`src/hdl/microcore_pkg.sv`:
```
// Shared types and constants for the jump, wait and load unit.
// Assumes one clock domain; the instruction word arrives already split into fields.
`default_nettype none
package microcore_pkg;

	// Widths
	localparam int ADDR_W       = 10;
	localparam int COND_W       = 6;
	localparam int REL_W        = 6;
	localparam int DATA_W       = 16;
	localparam int REG_SEL_W    = 5;
	localparam int WAIT_ENTRIES = 5;
	localparam int ENTRY_W      = 3;
	localparam int CNT_SEL_W    = 2;
	localparam int NUM_END_CNT  = 4;
	localparam int CTRL_W       = 4;
	localparam int PROD_W       = 32;
	localparam int NUM_COND     = 64;

	// Reset values and steps
	localparam logic [ADDR_W-1:0] PC_RESET   = 10'h000;
	localparam logic [ADDR_W-1:0] PC_STEP    = 10'h001;
	localparam logic [ADDR_W-1:0] FAR_RESET  = 10'h000;
	localparam logic [DATA_W-1:0] DATA_RESET = 16'h0000;
	localparam logic [CTRL_W-1:0] CTRL_RESET = 4'h0;
	localparam logic [PROD_W-1:0] PROD_RESET = 32'h0000_0000;

	// Opcodes seen by this unit
	typedef enum logic [3:0] {
		OP_NOP   = 4'h0,
		OP_JMPR  = 4'h1,
		OP_JMPF  = 4'h2,
		OP_CWEF  = 4'h3,
		OP_CWER  = 4'h4,
		OP_WAIT  = 4'h5,
		OP_LOAD  = 4'h6,
		OP_STORE = 4'h7,
		OP_COPY  = 4'h8,
		OP_LDCA  = 4'h9,
		OP_LDCD  = 4'hA,
		OP_LDPH  = 4'hB,
		OP_LDPL  = 4'hC,
		OP_LDFA  = 4'hD,
		OP_LDFB  = 4'hE
	} op_t;

	// Sequencer states
	typedef enum logic [1:0] {
		ST_RUN  = 2'b01,
		ST_WAIT = 2'b10
	} state_t;

	// Decoded instruction word
	typedef struct packed {
		op_t                  op;
		logic                 far_sel;
		logic [REL_W-1:0]     rel_off;
		logic [ENTRY_W-1:0]   entry;
		logic [COND_W-1:0]    cond;
		logic [WAIT_ENTRIES-1:0] wait_mask;
		logic [REG_SEL_W-1:0] src_sel;
		logic [REG_SEL_W-1:0] dst_sel;
		logic [CNT_SEL_W-1:0] cnt_sel;
		logic [ADDR_W-1:0]    ram_addr;
		logic [DATA_W-1:0]    imm;
	} instr_t;

	// One wait table entry
	typedef struct packed {
		logic              enable;
		logic [COND_W-1:0] cond;
		logic [ADDR_W-1:0] dest;
	} wait_entry_t;

	// Wait table configuration write
	typedef struct packed {
		logic               we;
		logic [ENTRY_W-1:0] idx;
		logic [COND_W-1:0]  cond;
		logic [ADDR_W-1:0]  dest;
	} wait_cfg_t;

	// Signed offset applied to a code address, wrapped to the code space
	function automatic logic [ADDR_W-1:0] rel_target(input logic [ADDR_W-1:0] base,
		input logic [REL_W-1:0] off);
		logic [ADDR_W-1:0] ext;
		ext = {{(ADDR_W-REL_W){off[REL_W-1]}}, off};
		rel_target = base + ext;
	endfunction

endpackage
`default_nettype wire

```
`src/hdl/wait_table_store.sv`:
```
// Five-entry wait table held in flip-flops, read out registered.
// Assumes configuration and enable writes never come in the same cycle.
`timescale 1ns/1ps
`default_nettype none
module wait_table_store
	import microcore_pkg::*;
#(
	parameter int ENTRIES = WAIT_ENTRIES
) (
	// Clock and reset
	input  wire logic                      clk,
	input  wire logic                      rst_n,
	// Writes
	input  wire microcore_pkg::wait_cfg_t  cfg,
	input  wire logic                      mask_we,
	input  wire logic [ENTRIES-1:0]        mask,
	// Contents
	output microcore_pkg::wait_entry_t     table_q [ENTRIES]
);

	// Entry update; a wait never wipes conditions or destinations
	always_ff @(posedge clk or negedge rst_n) begin
		if (!rst_n) begin
			for (int i = 0; i < ENTRIES; i++) begin
				table_q[i] <= '0;
			end
		end else begin
			for (int i = 0; i < ENTRIES; i++) begin
				if (cfg.we && cfg.idx == ENTRY_W'(i)) begin
					table_q[i].cond <= cfg.cond;
					table_q[i].dest <= cfg.dest;
				end
				if (mask_we) begin
					table_q[i].enable <= mask[i];
				end
			end
		end
	end

endmodule
`default_nettype wire

```
`src/hdl/wait_condition_match.sv`:
```
// Tests every enabled wait entry against the condition vector.
// Lowest entry wins when several fire in one cycle.
`timescale 1ns/1ps
`default_nettype none
module wait_condition_match
	import microcore_pkg::*;
#(
	parameter int ENTRIES = WAIT_ENTRIES
) (
	// Table and conditions
	input  wire microcore_pkg::wait_entry_t table_q [ENTRIES],
	input  wire logic [NUM_COND-1:0]        cond_in,
	// Result
	output logic                            hit,
	output logic [ADDR_W-1:0]               dest
);

	// Priority scan from the top so entry 0 overrides
	always_comb begin
		hit  = 1'b0;
		dest = PC_RESET;
		for (int i = ENTRIES - 1; i >= 0; i--) begin
			if (table_q[i].enable && cond_in[table_q[i].cond]) begin
				hit  = 1'b1;
				dest = table_q[i].dest;
			end
		end
	end

endmodule
`default_nettype wire

```
`src/hdl/microcore_jump_wait_load_unit.sv`:
```
// Jump, wait table and load/store/copy execution for one microcore.
// Assumes code RAM, data RAM and register file answer reads combinationally
// and take writes on the next clock edge; instructions come one per cycle.
// The outside reset is asynchronous; every flop after the two-stage synchronizer uses its copy.
`timescale 1ns/1ps
`default_nettype none
// Behaviour
// (RULE1) Relative jump adds offset to program counter
// (RULE2) Relative jump takes one clock
// (RULE3) Far jump loads selected far-target register
// (RULE4) Far jump keeps far-target register intact
// (RULE5) Far jump takes one clock
// (RULE6) Five wait entries: enable, condition, destination
// (RULE7) Wait destinations stored as physical addresses
// (RULE8) One configuration instruction programs one entry
// (RULE9) Wait does not clear the table
// (RULE10) Wait holds counter until enabled condition fires
// (RULE11) Fired wait branches to stored destination
// (RULE12) Conditions ignored after wait completes
// (RULE13) Wait instruction sets entry enable bits
// (RULE14) Load, store and copy any register
// (RULE15) Two ops load end counts, one drives outputs
// (RULE16) Separate ops load each far-target register
// (RULE17) Separate ops load product register halves
// (RULE18) All load-type ops take one clock
// (RULE19) Relative target is six-bit field
// (RULE20) Offset signed, sum wraps to ten bits
module microcore_jump_wait_load_unit
	import microcore_pkg::*;
(
	// Clock and reset
	input  wire logic                      clk,
	input  wire logic                      nrst,
	// Instruction stream
	input  wire logic                      instr_valid,
	input  wire microcore_pkg::instr_t     instr,
	output logic                           instr_ready,
	// Fetch address and status
	output logic [ADDR_W-1:0]              micro_program_counter,
	output logic                           waiting,
	// Condition feedback
	input  wire logic [NUM_COND-1:0]       cond_in,
	// Register file read
	output logic [REG_SEL_W-1:0]           reg_rd_sel,
	input  wire logic [DATA_W-1:0]         reg_rd_data,
	// Register file write
	output logic                           reg_wr_en,
	output logic [REG_SEL_W-1:0]           reg_wr_sel,
	output logic [DATA_W-1:0]              reg_wr_data,
	// Data RAM
	output logic [ADDR_W-1:0]              ram_addr,
	input  wire logic [DATA_W-1:0]         ram_rdata,
	output logic                           ram_we,
	output logic [DATA_W-1:0]              ram_wdata,
	// Far-target registers
	output logic [ADDR_W-1:0]              far_target_reg_a,
	output logic [ADDR_W-1:0]              far_target_reg_b,
	// End counts and pre-driver controls
	output logic [DATA_W-1:0]              end_count_reg_1,
	output logic [DATA_W-1:0]              end_count_reg_2,
	output logic [DATA_W-1:0]              end_count_reg_3,
	output logic [DATA_W-1:0]              end_count_reg_4,
	output logic [CTRL_W-1:0]              predriver_ctrl,
	// Product register
	output logic [PROD_W-1:0]              product_register
);

	// Each product half is loaded on its own
	localparam int HALF_W = PROD_W / 2;

	// Reset release through two stages; assertion stays asynchronous so a dead
	// clock cannot keep the sequencer running, while release is clean at the edge
	logic       rst_meta;
	logic       rst_n;

	always_ff @(posedge clk or negedge nrst) begin
		if (!nrst) begin
			rst_meta <= 1'b0;
			rst_n    <= 1'b0;
		end else begin
			rst_meta <= 1'b1;
			rst_n    <= rst_meta;
		end
	end

	// State
	state_t            state;
	state_t            next_state;
	logic [ADDR_W-1:0] pc;
	logic [ADDR_W-1:0] next_pc;

	// Copies of the dedicated registers
	logic [ADDR_W-1:0] far_a;
	logic [ADDR_W-1:0] far_b;
	logic [DATA_W-1:0] end_cnt [NUM_END_CNT];
	logic [CTRL_W-1:0] ctrl;
	logic [PROD_W-1:0] product;

	// True when a taken instruction carries the wanted opcode
	function automatic logic op_hit(input logic taken, input op_t code, input op_t want);
		op_hit = taken && (code == want);
	endfunction

	// Sequencer state decode; an instruction counts only while running
	wire logic              running = (state == ST_RUN);
	wire logic              in_wait = (state == ST_WAIT);
	wire logic              exec    = instr_valid && running;

	// Wait table ops; jumps are steered by the next-value logic directly
	wire logic              do_cwef = op_hit(exec, instr.op, OP_CWEF);
	wire logic              do_cwer = op_hit(exec, instr.op, OP_CWER);
	wire logic              do_wait = op_hit(exec, instr.op, OP_WAIT);

	// Moves between register file and data RAM, and within the register file
	wire logic              do_load = op_hit(exec, instr.op, OP_LOAD);
	wire logic              do_stor = op_hit(exec, instr.op, OP_STORE);
	wire logic              do_copy = op_hit(exec, instr.op, OP_COPY);

	// Dedicated register loads
	wire logic              do_ldca = op_hit(exec, instr.op, OP_LDCA);
	wire logic              do_ldcd = op_hit(exec, instr.op, OP_LDCD);
	wire logic              do_ldph = op_hit(exec, instr.op, OP_LDPH);
	wire logic              do_ldpl = op_hit(exec, instr.op, OP_LDPL);
	wire logic              do_ldfa = op_hit(exec, instr.op, OP_LDFA);
	wire logic              do_ldfb = op_hit(exec, instr.op, OP_LDFB);
	wire logic              do_cnt  = do_ldca || do_ldcd;

	// Branch targets; the relative sum wraps inside the code space rather than
	// faulting, so a jump back from address zero lands near the top
	wire logic [ADDR_W-1:0] rel_dest = rel_target(pc, instr.rel_off); // [RULE19] [RULE20]
	wire logic [ADDR_W-1:0] far_dest = instr.far_sel ? far_b : far_a; // [RULE3]
	wire logic [ADDR_W-1:0] seq_pc   = pc + PC_STEP;

	// Wait table interface
	wait_cfg_t         cfg;
	wait_entry_t       table_q [WAIT_ENTRIES];

	// Match result
	logic              wait_hit;
	logic [ADDR_W-1:0] wait_dest;

	// Entry written with a physical address, so mode never matters later.
	// Both forms resolve the target now; a later far-register load does not
	// move an entry that was already configured.
	assign cfg = '{
		we:   do_cwef || do_cwer, // [RULE8]
		idx:  instr.entry,
		cond: instr.cond,
		dest: do_cwef ? far_dest : rel_dest // [RULE7] [RULE11]
	};

	// Table kept apart so its contents outlive every wait
	wait_table_store #(
		.ENTRIES (WAIT_ENTRIES)
	) u_table (
		.clk     (clk),
		.rst_n   (rst_n),
		.cfg     (cfg),
		.mask_we (do_wait), // [RULE13] [RULE9]
		.mask    (instr.wait_mask),
		.table_q (table_q) // [RULE6]
	);

	// Lowest enabled entry wins when several fire together
	wait_condition_match #(
		.ENTRIES (WAIT_ENTRIES)
	) u_match (
		.table_q (table_q),
		.cond_in (cond_in),
		.hit     (wait_hit),
		.dest    (wait_dest)
	);

	// Only the wait state looks at the match, so a finished wait stops testing.
	// There is no timeout: a wait whose conditions never fire stalls for good.
	wire logic              wait_done = in_wait && wait_hit; // [RULE12]

	// Next program counter and state
	// Every taken instruction settles the counter in its own cycle
	always_comb begin
		next_pc    = pc;
		next_state = state;
		// A pending wait ignores the instruction port entirely
		if (in_wait) begin
			if (wait_done) begin
				next_pc    = wait_dest; // [RULE11]
				next_state = ST_RUN;
			end
		end else if (exec) begin
			unique case (instr.op)
				OP_JMPR: next_pc = rel_dest; // [RULE1] [RULE2]
				OP_JMPF: next_pc = far_dest; // [RULE3] [RULE5]
				OP_WAIT: begin
					next_pc    = pc; // [RULE10]
					next_state = ST_WAIT;
				end
				OP_NOP, OP_CWEF, OP_CWER, OP_LOAD, OP_STORE, OP_COPY,
				OP_LDCA, OP_LDCD, OP_LDPH, OP_LDPL, OP_LDFA, OP_LDFB: begin
					next_pc = seq_pc; // [RULE18]
				end
				// Unassigned code: step over it rather than stall the core
				default: begin
					next_pc = seq_pc;
				end
			endcase
		end
	end

	// Sequencer state
	always_ff @(posedge clk or negedge rst_n) begin
		if (!rst_n) begin
			state <= ST_RUN;
		end else begin
			state <= next_state;
		end
	end

	// Program counter; held during a wait by the next-value logic
	always_ff @(posedge clk or negedge rst_n) begin
		if (!rst_n) begin
			pc <= PC_RESET;
		end else begin
			pc <= next_pc;
		end
	end

	// Far-target registers; jumps only read them, so a load may precede use directly
	// Only the dedicated loads write them; no other op has a path in
	always_ff @(posedge clk or negedge rst_n) begin
		if (!rst_n) begin
			far_a <= FAR_RESET;
			far_b <= FAR_RESET;
		end else begin
			if (do_ldfa) begin
				far_a <= instr.imm[ADDR_W-1:0]; // [RULE16] [RULE4]
			end
			if (do_ldfb) begin
				far_b <= instr.imm[ADDR_W-1:0]; // [RULE16] [RULE4]
			end
		end
	end

	// End-count registers and pre-driver controls
	// Both ops share the count path; only one of them also drives the outputs
	always_ff @(posedge clk or negedge rst_n) begin
		if (!rst_n) begin
			for (int i = 0; i < NUM_END_CNT; i++) begin
				end_cnt[i] <= DATA_RESET;
			end
			ctrl <= CTRL_RESET;
		end else begin
			if (do_cnt) begin
				end_cnt[instr.cnt_sel] <= reg_rd_data; // [RULE15]
			end
			if (do_ldca) begin
				ctrl <= instr.imm[CTRL_W-1:0]; // [RULE15]
			end
		end
	end

	// Product register halves
	// The half not addressed keeps its value, so either order fills the pair
	always_ff @(posedge clk or negedge rst_n) begin
		if (!rst_n) begin
			product <= PROD_RESET;
		end else begin
			if (do_ldph) begin
				product[PROD_W-1:HALF_W] <= reg_rd_data; // [RULE17]
			end
			if (do_ldpl) begin
				product[HALF_W-1:0] <= reg_rd_data; // [RULE17]
			end
		end
	end

	// Register file strobes, same cycle as the instruction; combinational so
	// one-clock ops finish, which asks the far side to answer reads at once
	assign reg_rd_sel  = instr.src_sel;
	assign reg_wr_en   = do_load || do_copy; // [RULE14] [RULE18]
	assign reg_wr_sel  = instr.dst_sel;
	assign reg_wr_data = do_load ? ram_rdata : reg_rd_data; // [RULE14]

	// Data RAM side; the write data is always the selected register
	assign ram_addr    = instr.ram_addr;
	assign ram_we      = do_stor; // [RULE14]
	assign ram_wdata   = reg_rd_data;

	// Handshake and status, straight from the state register; fetch address straight from the program counter
	assign instr_ready           = running;
	assign waiting               = in_wait;
	assign micro_program_counter = pc;

	// Register contents
	assign far_target_reg_a      = far_a;
	assign far_target_reg_b      = far_b;
	assign end_count_reg_1       = end_cnt[0];
	assign end_count_reg_2       = end_cnt[1];
	assign end_count_reg_3       = end_cnt[2];
	assign end_count_reg_4       = end_cnt[3];
	assign predriver_ctrl        = ctrl;
	assign product_register      = product;

endmodule
`default_nettype wire

```
`config.mk`:
```
export PLATFORM = sky130hd
export DESIGN_NAME = microcore_jump_wait_load_unit
export DESIGN_NICKNAME = d
export VERILOG_FILES = /design/src/hdl/microcore_pkg.sv /design/src/hdl/wait_table_store.sv /design/src/hdl/wait_condition_match.sv /design/src/hdl/microcore_jump_wait_load_unit.sv
export SDC_FILE = /design/constraint.sdc
export NUM_CORES = 1
export LEC_CHECK = 0
export BUFFER_PORTS_ARGS = -buffer_cell sky130_fd_sc_hd__clkbuf_2
export CAP_MARGIN = 20
export CORE_MARGIN = 10
export CORE_UTILIZATION = 59
export CTS_BUF_LIST = sky130_fd_sc_hd__clkbuf_4 sky130_fd_sc_hd__clkbuf_8
export DETAILED_ROUTE_END_ITERATION = 10
export PLACE_DENSITY = 0.88
export SETUP_SLACK_MARGIN = 0.1
export SLEW_MARGIN = 30
export SYNTH_ARGS = -nofsm -noshare
export SYNTH_HDL_FRONTEND = slang
export SYNTH_SLANG_ARGS = --single-unit
export TNS_END_PERCENT = 5
```
`constraint.sdc`:
```
create_clock -name clk -period 11.1 [get_ports clk]
set_input_delay 3.33 -clock clk [delete_from_list [all_inputs] [get_ports clk]]
set_output_delay 3.33 -clock clk [all_outputs]
set_load 0.05 [all_outputs]
```
---- After elaboration in Yosys (flattened, before gate mapping) ----
Index checks and enable logic that the tools add are counted.
word-level totals
  bits in registers ....................... 219
  bits in latches ......................... 0
  bits in writable memories ............... 0
  ROM bits ................................ 0
  bits of input ports ..................... 162
  output and inout port bits .............. 186
  logic and storage cells ................. 127
  memories kept ........................... 0
operators by class
  $add $sub $neg .......................... 2
  multipliers ............................. 0
  divide/modulo/power cells ............... 0
  magnitude comparators ................... 7
  equality and inequality tests ........... 22
  shifts and indexed selects .............. 0
  muxes and demuxes ....................... 34
  bitwise gates (word level) .............. 1
  reduce and logical (&&, ||, !) cells .... 33
operator list
  kind                                                                    count
  10-bit two-way mux                                                      10
  64-bit bitwise mux                                                      1
  6-bit by 7-bit < comparator with 1-bit output (second input constant)   5
  16-bit demux with 2-bit select                                          1
  16-bit two-way mux                                                      2
  1-bit binary-select mux with 6-bit select                               5
  10-bit case mux with 3 select lines                                     1
  4-bit equality test (second input constant)                             7
  1-bit logical AND                                                       25
  4-bit by 3-bit equality test with 1-bit output (second input constant)  4
  10-bit by 1-bit adder with 10-bit output (second input constant)        1
  10-bit adder                                                            1
  1-bit two-way mux                                                       10
  4-bit by 2-bit equality test with 1-bit output (second input constant)  2
  2-bit two-way mux                                                       4
  3-bit by 2-bit equality test with 1-bit output (second input constant)  2
  3-bit AND reduction                                                     2
  4-bit by 1-bit equality test with 1-bit output (second input constant)  1
  2-bit nonzero test                                                      2
  3-bit by 1-bit equality test with 1-bit output (second input constant)  1
  3-bit equality test (second input constant)                             1
  3-bit >= comparator (second input constant)                             1
  3-bit zero test                                                         1
  1-bit logical OR                                                        3
  6 further kinds                                                         6

---- Logic depth before layout (Yosys ltp) ----
  depth after elaboration ................. 11
  depth in mapped cells ................... 12
  mapped depth without buffers ............ 11

---- Cells and area by module ----
Synthesis repeated with hierarchy kept, for this count alone.
unflattened totals
  cell total of the unflattened synthesis .. 953
  area total of the unflattened synthesis .. 13,185.1 µm²
modules (own cells, without submodules)
  module                         instances  cells an instance  area an instance (µm²)  seq. area each (µm²)
  microcore_jump_wait_load_unit  1          518                6,595.1                 3,354.5
  wait_table_store               1          183                3,331.9                 2,127.0
  wait_condition_match           1          252                3,258.1                 0.0

---- Worst setup path after synthesis ----
No wires, ideal clock.
  path type ............................... input -> output
  start ................................... input instr[61] (netlist name)
  end ..................................... output reg_wr_data[10]
  data arrival time ....................... 5.101 ns
  required time ........................... 7.770 ns
  path slack .............................. 2.669 ns
  cell stages on the path ................. 6
  buffers on the path ..................... 2
  cell sequence ........................... clkbuf_1 -> nor2b_1 -> nand2_1 -> nor2_1 -> clkbuf_1 -> mux2_2
on the way
  cells in the longest elaborated chain, start to end .. 3
ends and longest elaborated chain
  item                                            line                                  source
  from (decl)                                     microcore_jump_wait_load_unit.sv:36   input wire microcore_pkg::instr_t instr,
  4-bit by 3-bit equality test with 1-bit output  microcore_jump_wait_load_unit.sv:101  op_hit = taken && (code == want);
  1-bit logical AND                               microcore_jump_wait_load_unit.sv:101
  16-bit two-way mux                              microcore_jump_wait_load_unit.sv:281  assign reg_wr_data = do_load ? ram_rdata : reg_rd_data;
  to (decl)                                       microcore_jump_wait_load_unit.sv:49   output logic [DATA_W-1:0] reg_wr_data,
Every way passes these cells.

---- Worst setup path after layout ----
  start ................................... input instr[61] (netlist name)
  end ..................................... output reg_wr_data[14]
Same word-level chain as after synthesis.

==> flow_metrics.py <==
metrics = {
    "logic_synthesis": {
        "synth.area.top_cells": "dfrtp_1 (42%), mux2_2 (17%), mux4_2 (8.3%)",
        "synthDistinctLibCells": 70,
        "syn_inst": 1105,
        "synthArstFlopShare_pct": 100,
        "synth_xor_area_share_pct": 1.08,
        "synth-edff-count": 0,
        "synth_fp_nets": 1278,
        "syn_avg_cell_area_sq_um": 11.8,
        "yosysSeqAreaShare_pct": 42.1,
        "synth_top_family_by_area": "multiplexers",
        "synth_compound_area_share_pct": 9.15,
        "yosys.area_share.simple_pct": 8.36,
        "synth_fa_ha_area_share_pct": 1.12,
        "synth_top_area_share_pct": 41.9,
        "synth_top_area_cell": "dfrtp_1",
        "synth_mux_area_share_pct": 33.0,
        "synth-main-ff-cell": "dfrtp_1",
        "synth_warnings": 0,
        "ys_ff_latch": 219,
        "syn_area_sq_mm": 0.0130,
    },
    "power_and_ir_drop": {
        "p_switching_w": 0.000452,
        "p_int_w": 0.00127,
        "seqPwrFrac_pct": 46.4,
        "clockPowerShare_pct": 44.4,
        "p_sw_share_pct": 26.2,
        "leakagePower_nw": 7.39,
        "power_density_mw_per_mm2": 113,
        "peakVddDrop_mv": 0.133,
        "comb_power_share_pct": 9.2,
    },
    "global_routing": {
        "grt_pass1_vias": 10926,
        "antenna_found_initial": 1,
        "grt_max_degree": 67,
        "grt_usage_pct": 28.5,
        "grt_pass1_wl_um": 64300,
        "grt-ovfl-total": 0,
    },
    "placement": {
        "gp_congestion": 0.973,
        "placedCellCount": 1596,
        "portBuffers": 301,
        "dp_hpwl_um": 31000,
    },
    "die": {
        "top_level_ports": 348,
        "initial_core_util_pct": 59.8,
        "dieWidth_um": 169,
        "die_area_sq_mm": 0.0284,
        "chipHeight_um": 169,
        "row_count": 54,
        "core-area_sq_mm": 0.0218,
    },
    "route": {
        "avgRoutedWirePerCell_um": 25.1,
        "drc_errors": 0,
        "wl_um": 41700,
        "first_pass_iters": 5,
        "drt-vias-per-instance": 6.35,
        "drt_iter0_drc": 1022,
        "vias": 10570,
        "drtAntennaViolNets": 0,
    },
    "sta": {
        "setup_violations": 0,
        "hold_viol_final": 0,
        "slew_headroom_pct": 37.1,
        "max_freq_mhz": 118,
        "period_share_pct": 76.3,
        "skew_ns": 0.0459,
        "rsz0062_at_grt": "no",
        "drv_slew": 0,
        "tightest_slew_ns": 0.944,
        "holdWs_ns": 0.239,
        "setup_tns_ns": 0,
        "post-route-min-period_ns": 8.47,
    },
    "clock_tree": {
        "insertion_delay_ns": 0.54,
        "clkSinkCount": 219,
        "cts_hold_buf": 0,
        "clk_path_buf_depth": 3,
        "ctsResizeCount": 0,
        "htree_levels": 2,
        "clk_pin_slew_worst_paths_ns": 0.06,
        "post-cts-setup-buffers": 0,
        "cts_buffers": 39,
        "cts_tree": "yes",
        "root_buffer": "clkbuf_8",
    },
    "critical_path": {
        "crit_required_ns": 7.77,
        "criticalPathCategory": "input port to primary output",
        "arrival_ns": 5.14,
        "crit_fanout": 16,
        "critPathTopFamily": "simple AND/OR/NAND/NOR gates",
        "cp_num_buf_inv": 2,
        "startpoint_type": "input port",
        "cp_slowest_cell": "nor2_4",
        "endpoint_kind": "primary output",
        "path_cells": "clkbuf_2 > nor2b_1 > nand2_1 > nor2_4 > mux2_2 > clkbuf_2",
        "cp_slowest_stage_delay_ns": 0.51,
        "path_common_cell": "clkbuf_2",
    },
    "outcome": {
        "status": "finished clean",
    },
    "layout": {
        "diodes": 0,
        "nets": 1531,
        "layout_commonest_cell": "clkbuf_2",
        "area_growth_pct": 17.1,
        "drive_gt1_share_pct": 46.3,
        "layout_common_cells": "clkbuf_2 (301), dfrtp_1 (215), mux2_2 (194), mux2i_1 (84), nand2_1 (77)",
        "fin_cells": 1664,
    },
    "min_path": {
        "hold_path_class": "flop to asynchronous set/reset pin",
    },
    "flow_run": {
        "cap_viol_max_count": 0,
    },
}
==> cells by family (layout without fill, tap and decap cells) <==
family	count (synthesis)	in the layout
buffers and inverters	128	407
muxes	333	333
other	1	1
and+or+nand+nor	224	224
xor gates and xnor gates	16	16
AOI/OAI and AO/OA	173	173
adders and majority gates	11	11
DFF	219	219
==> cell type report <==
type	instances	area (sq um)
inverter	28	105
tap	280	350
clock inverter	11	80.1
sequential	219	5490
multi-input combinational	758	6900
fill	1498	6520
clock buffer	56	721
timing repair buffer	312	1590
==> power by group through the flow <==
stage                     clock network, W   logic, W  registers, W
final                             0.000767   0.000159      0.000801
after global routing              0.000813   0.000169      0.000801
after CTS                         0.000778   0.000157      0.000801
after detailed placement                 0   0.000155      0.000816
after global placement                   0   0.000153      0.000815
after floorplan                          0  0.0000979      0.000825
==> synthesized netlist by cell type, types with 3 or more instances <==
| library cell | n |
|---|---|
| buf_6 | 3 |
| a31oi_1 | 8 |
| buf_4 | 38 |
| a311oi_1 | 6 |
| mux2i_1 | 84 |
| nand3b_1 | 11 |
| nand3_1 | 13 |
| nand2b_1 | 13 |
| nor3_1 | 7 |
| o22ai_1 | 6 |
| a22oi_1 | 11 |
| o41ai_1 | 6 |
| nand2_1 | 77 |
| a211oi_1 | 3 |
| buf_2 | 21 |
| xor2_1 | 4 |
| clkbuf_1 | 36 |
| a2bb2oi_1 | 3 |
| a221oi_1 | 7 |
| ha_1 | 10 |
| o31ai_1 | 3 |
| nand4_1 | 12 |
| a21oi_1 | 21 |
| o311a_1 | 7 |
| mux4_2 | 48 |
| o21ai_0 | 61 |
| nor2_1 | 56 |
| xnor2_1 | 12 |
| inv_1 | 28 |
| mux2_2 | 194 |
| a32oi_1 | 3 |
| and3_1 | 4 |
| nor2b_1 | 14 |
| a21o_1 | 5 |
| and3b_1 | 4 |
| mux4_1 | 7 |
| dfrtp_1 | 218 |
==> metrics by stage <==
stage	cell area [sq um]	setup slack (ns)	total power, W	utilization (%)
after global routing	15200	2.53	0.00178	70.0
after floorplan	13000	2.67	0.000923	-
after detailed placement	14400	2.36	0.000971	66.2
final	15200	2.63	0.00173	70.0
after CTS	15200	2.32	0.00174	69.8
after global placement	14400	2.47	0.000969	66.1
==> path summary, 6_finish.rpt <==
kind,cells after the start,endpoint,start,slack [ns]
max,6,reg_wr_data[14],instr[61],2.63
min reg2reg,0,product_register[19],rst_n,0.24
max reg2reg,9,micro_program_counter[9],u_table.table_q[44],6.89
min,0,product_register[19],rst_n,0.24
max in group asynchronous,1,rst_n,nrst,8.39
min in group clk,0,rst_n,rst_meta,0.37
==> metal layers <==
metal	wire length, um	track usage (%)
met5	8	0
met4	981	8.33
met3	4980	10.8
met2	20300	46.9
met1	15400	34.0
==> registers in the layout (all words and copies together), names as in the netlist <==
signal	cells
micro_program_counter	10
predriver_ctrl	4
product_register	32
far_target_reg_a	10
state	2
u_table.table_q	85
rst_n	1
end_count_reg_2	16
end_count_reg_4	16
far_target_reg_b	10
end_count_reg_1	16
rst_meta	1
end_count_reg_3	16
Note: power is estimated with default switching activity, not from simulation.
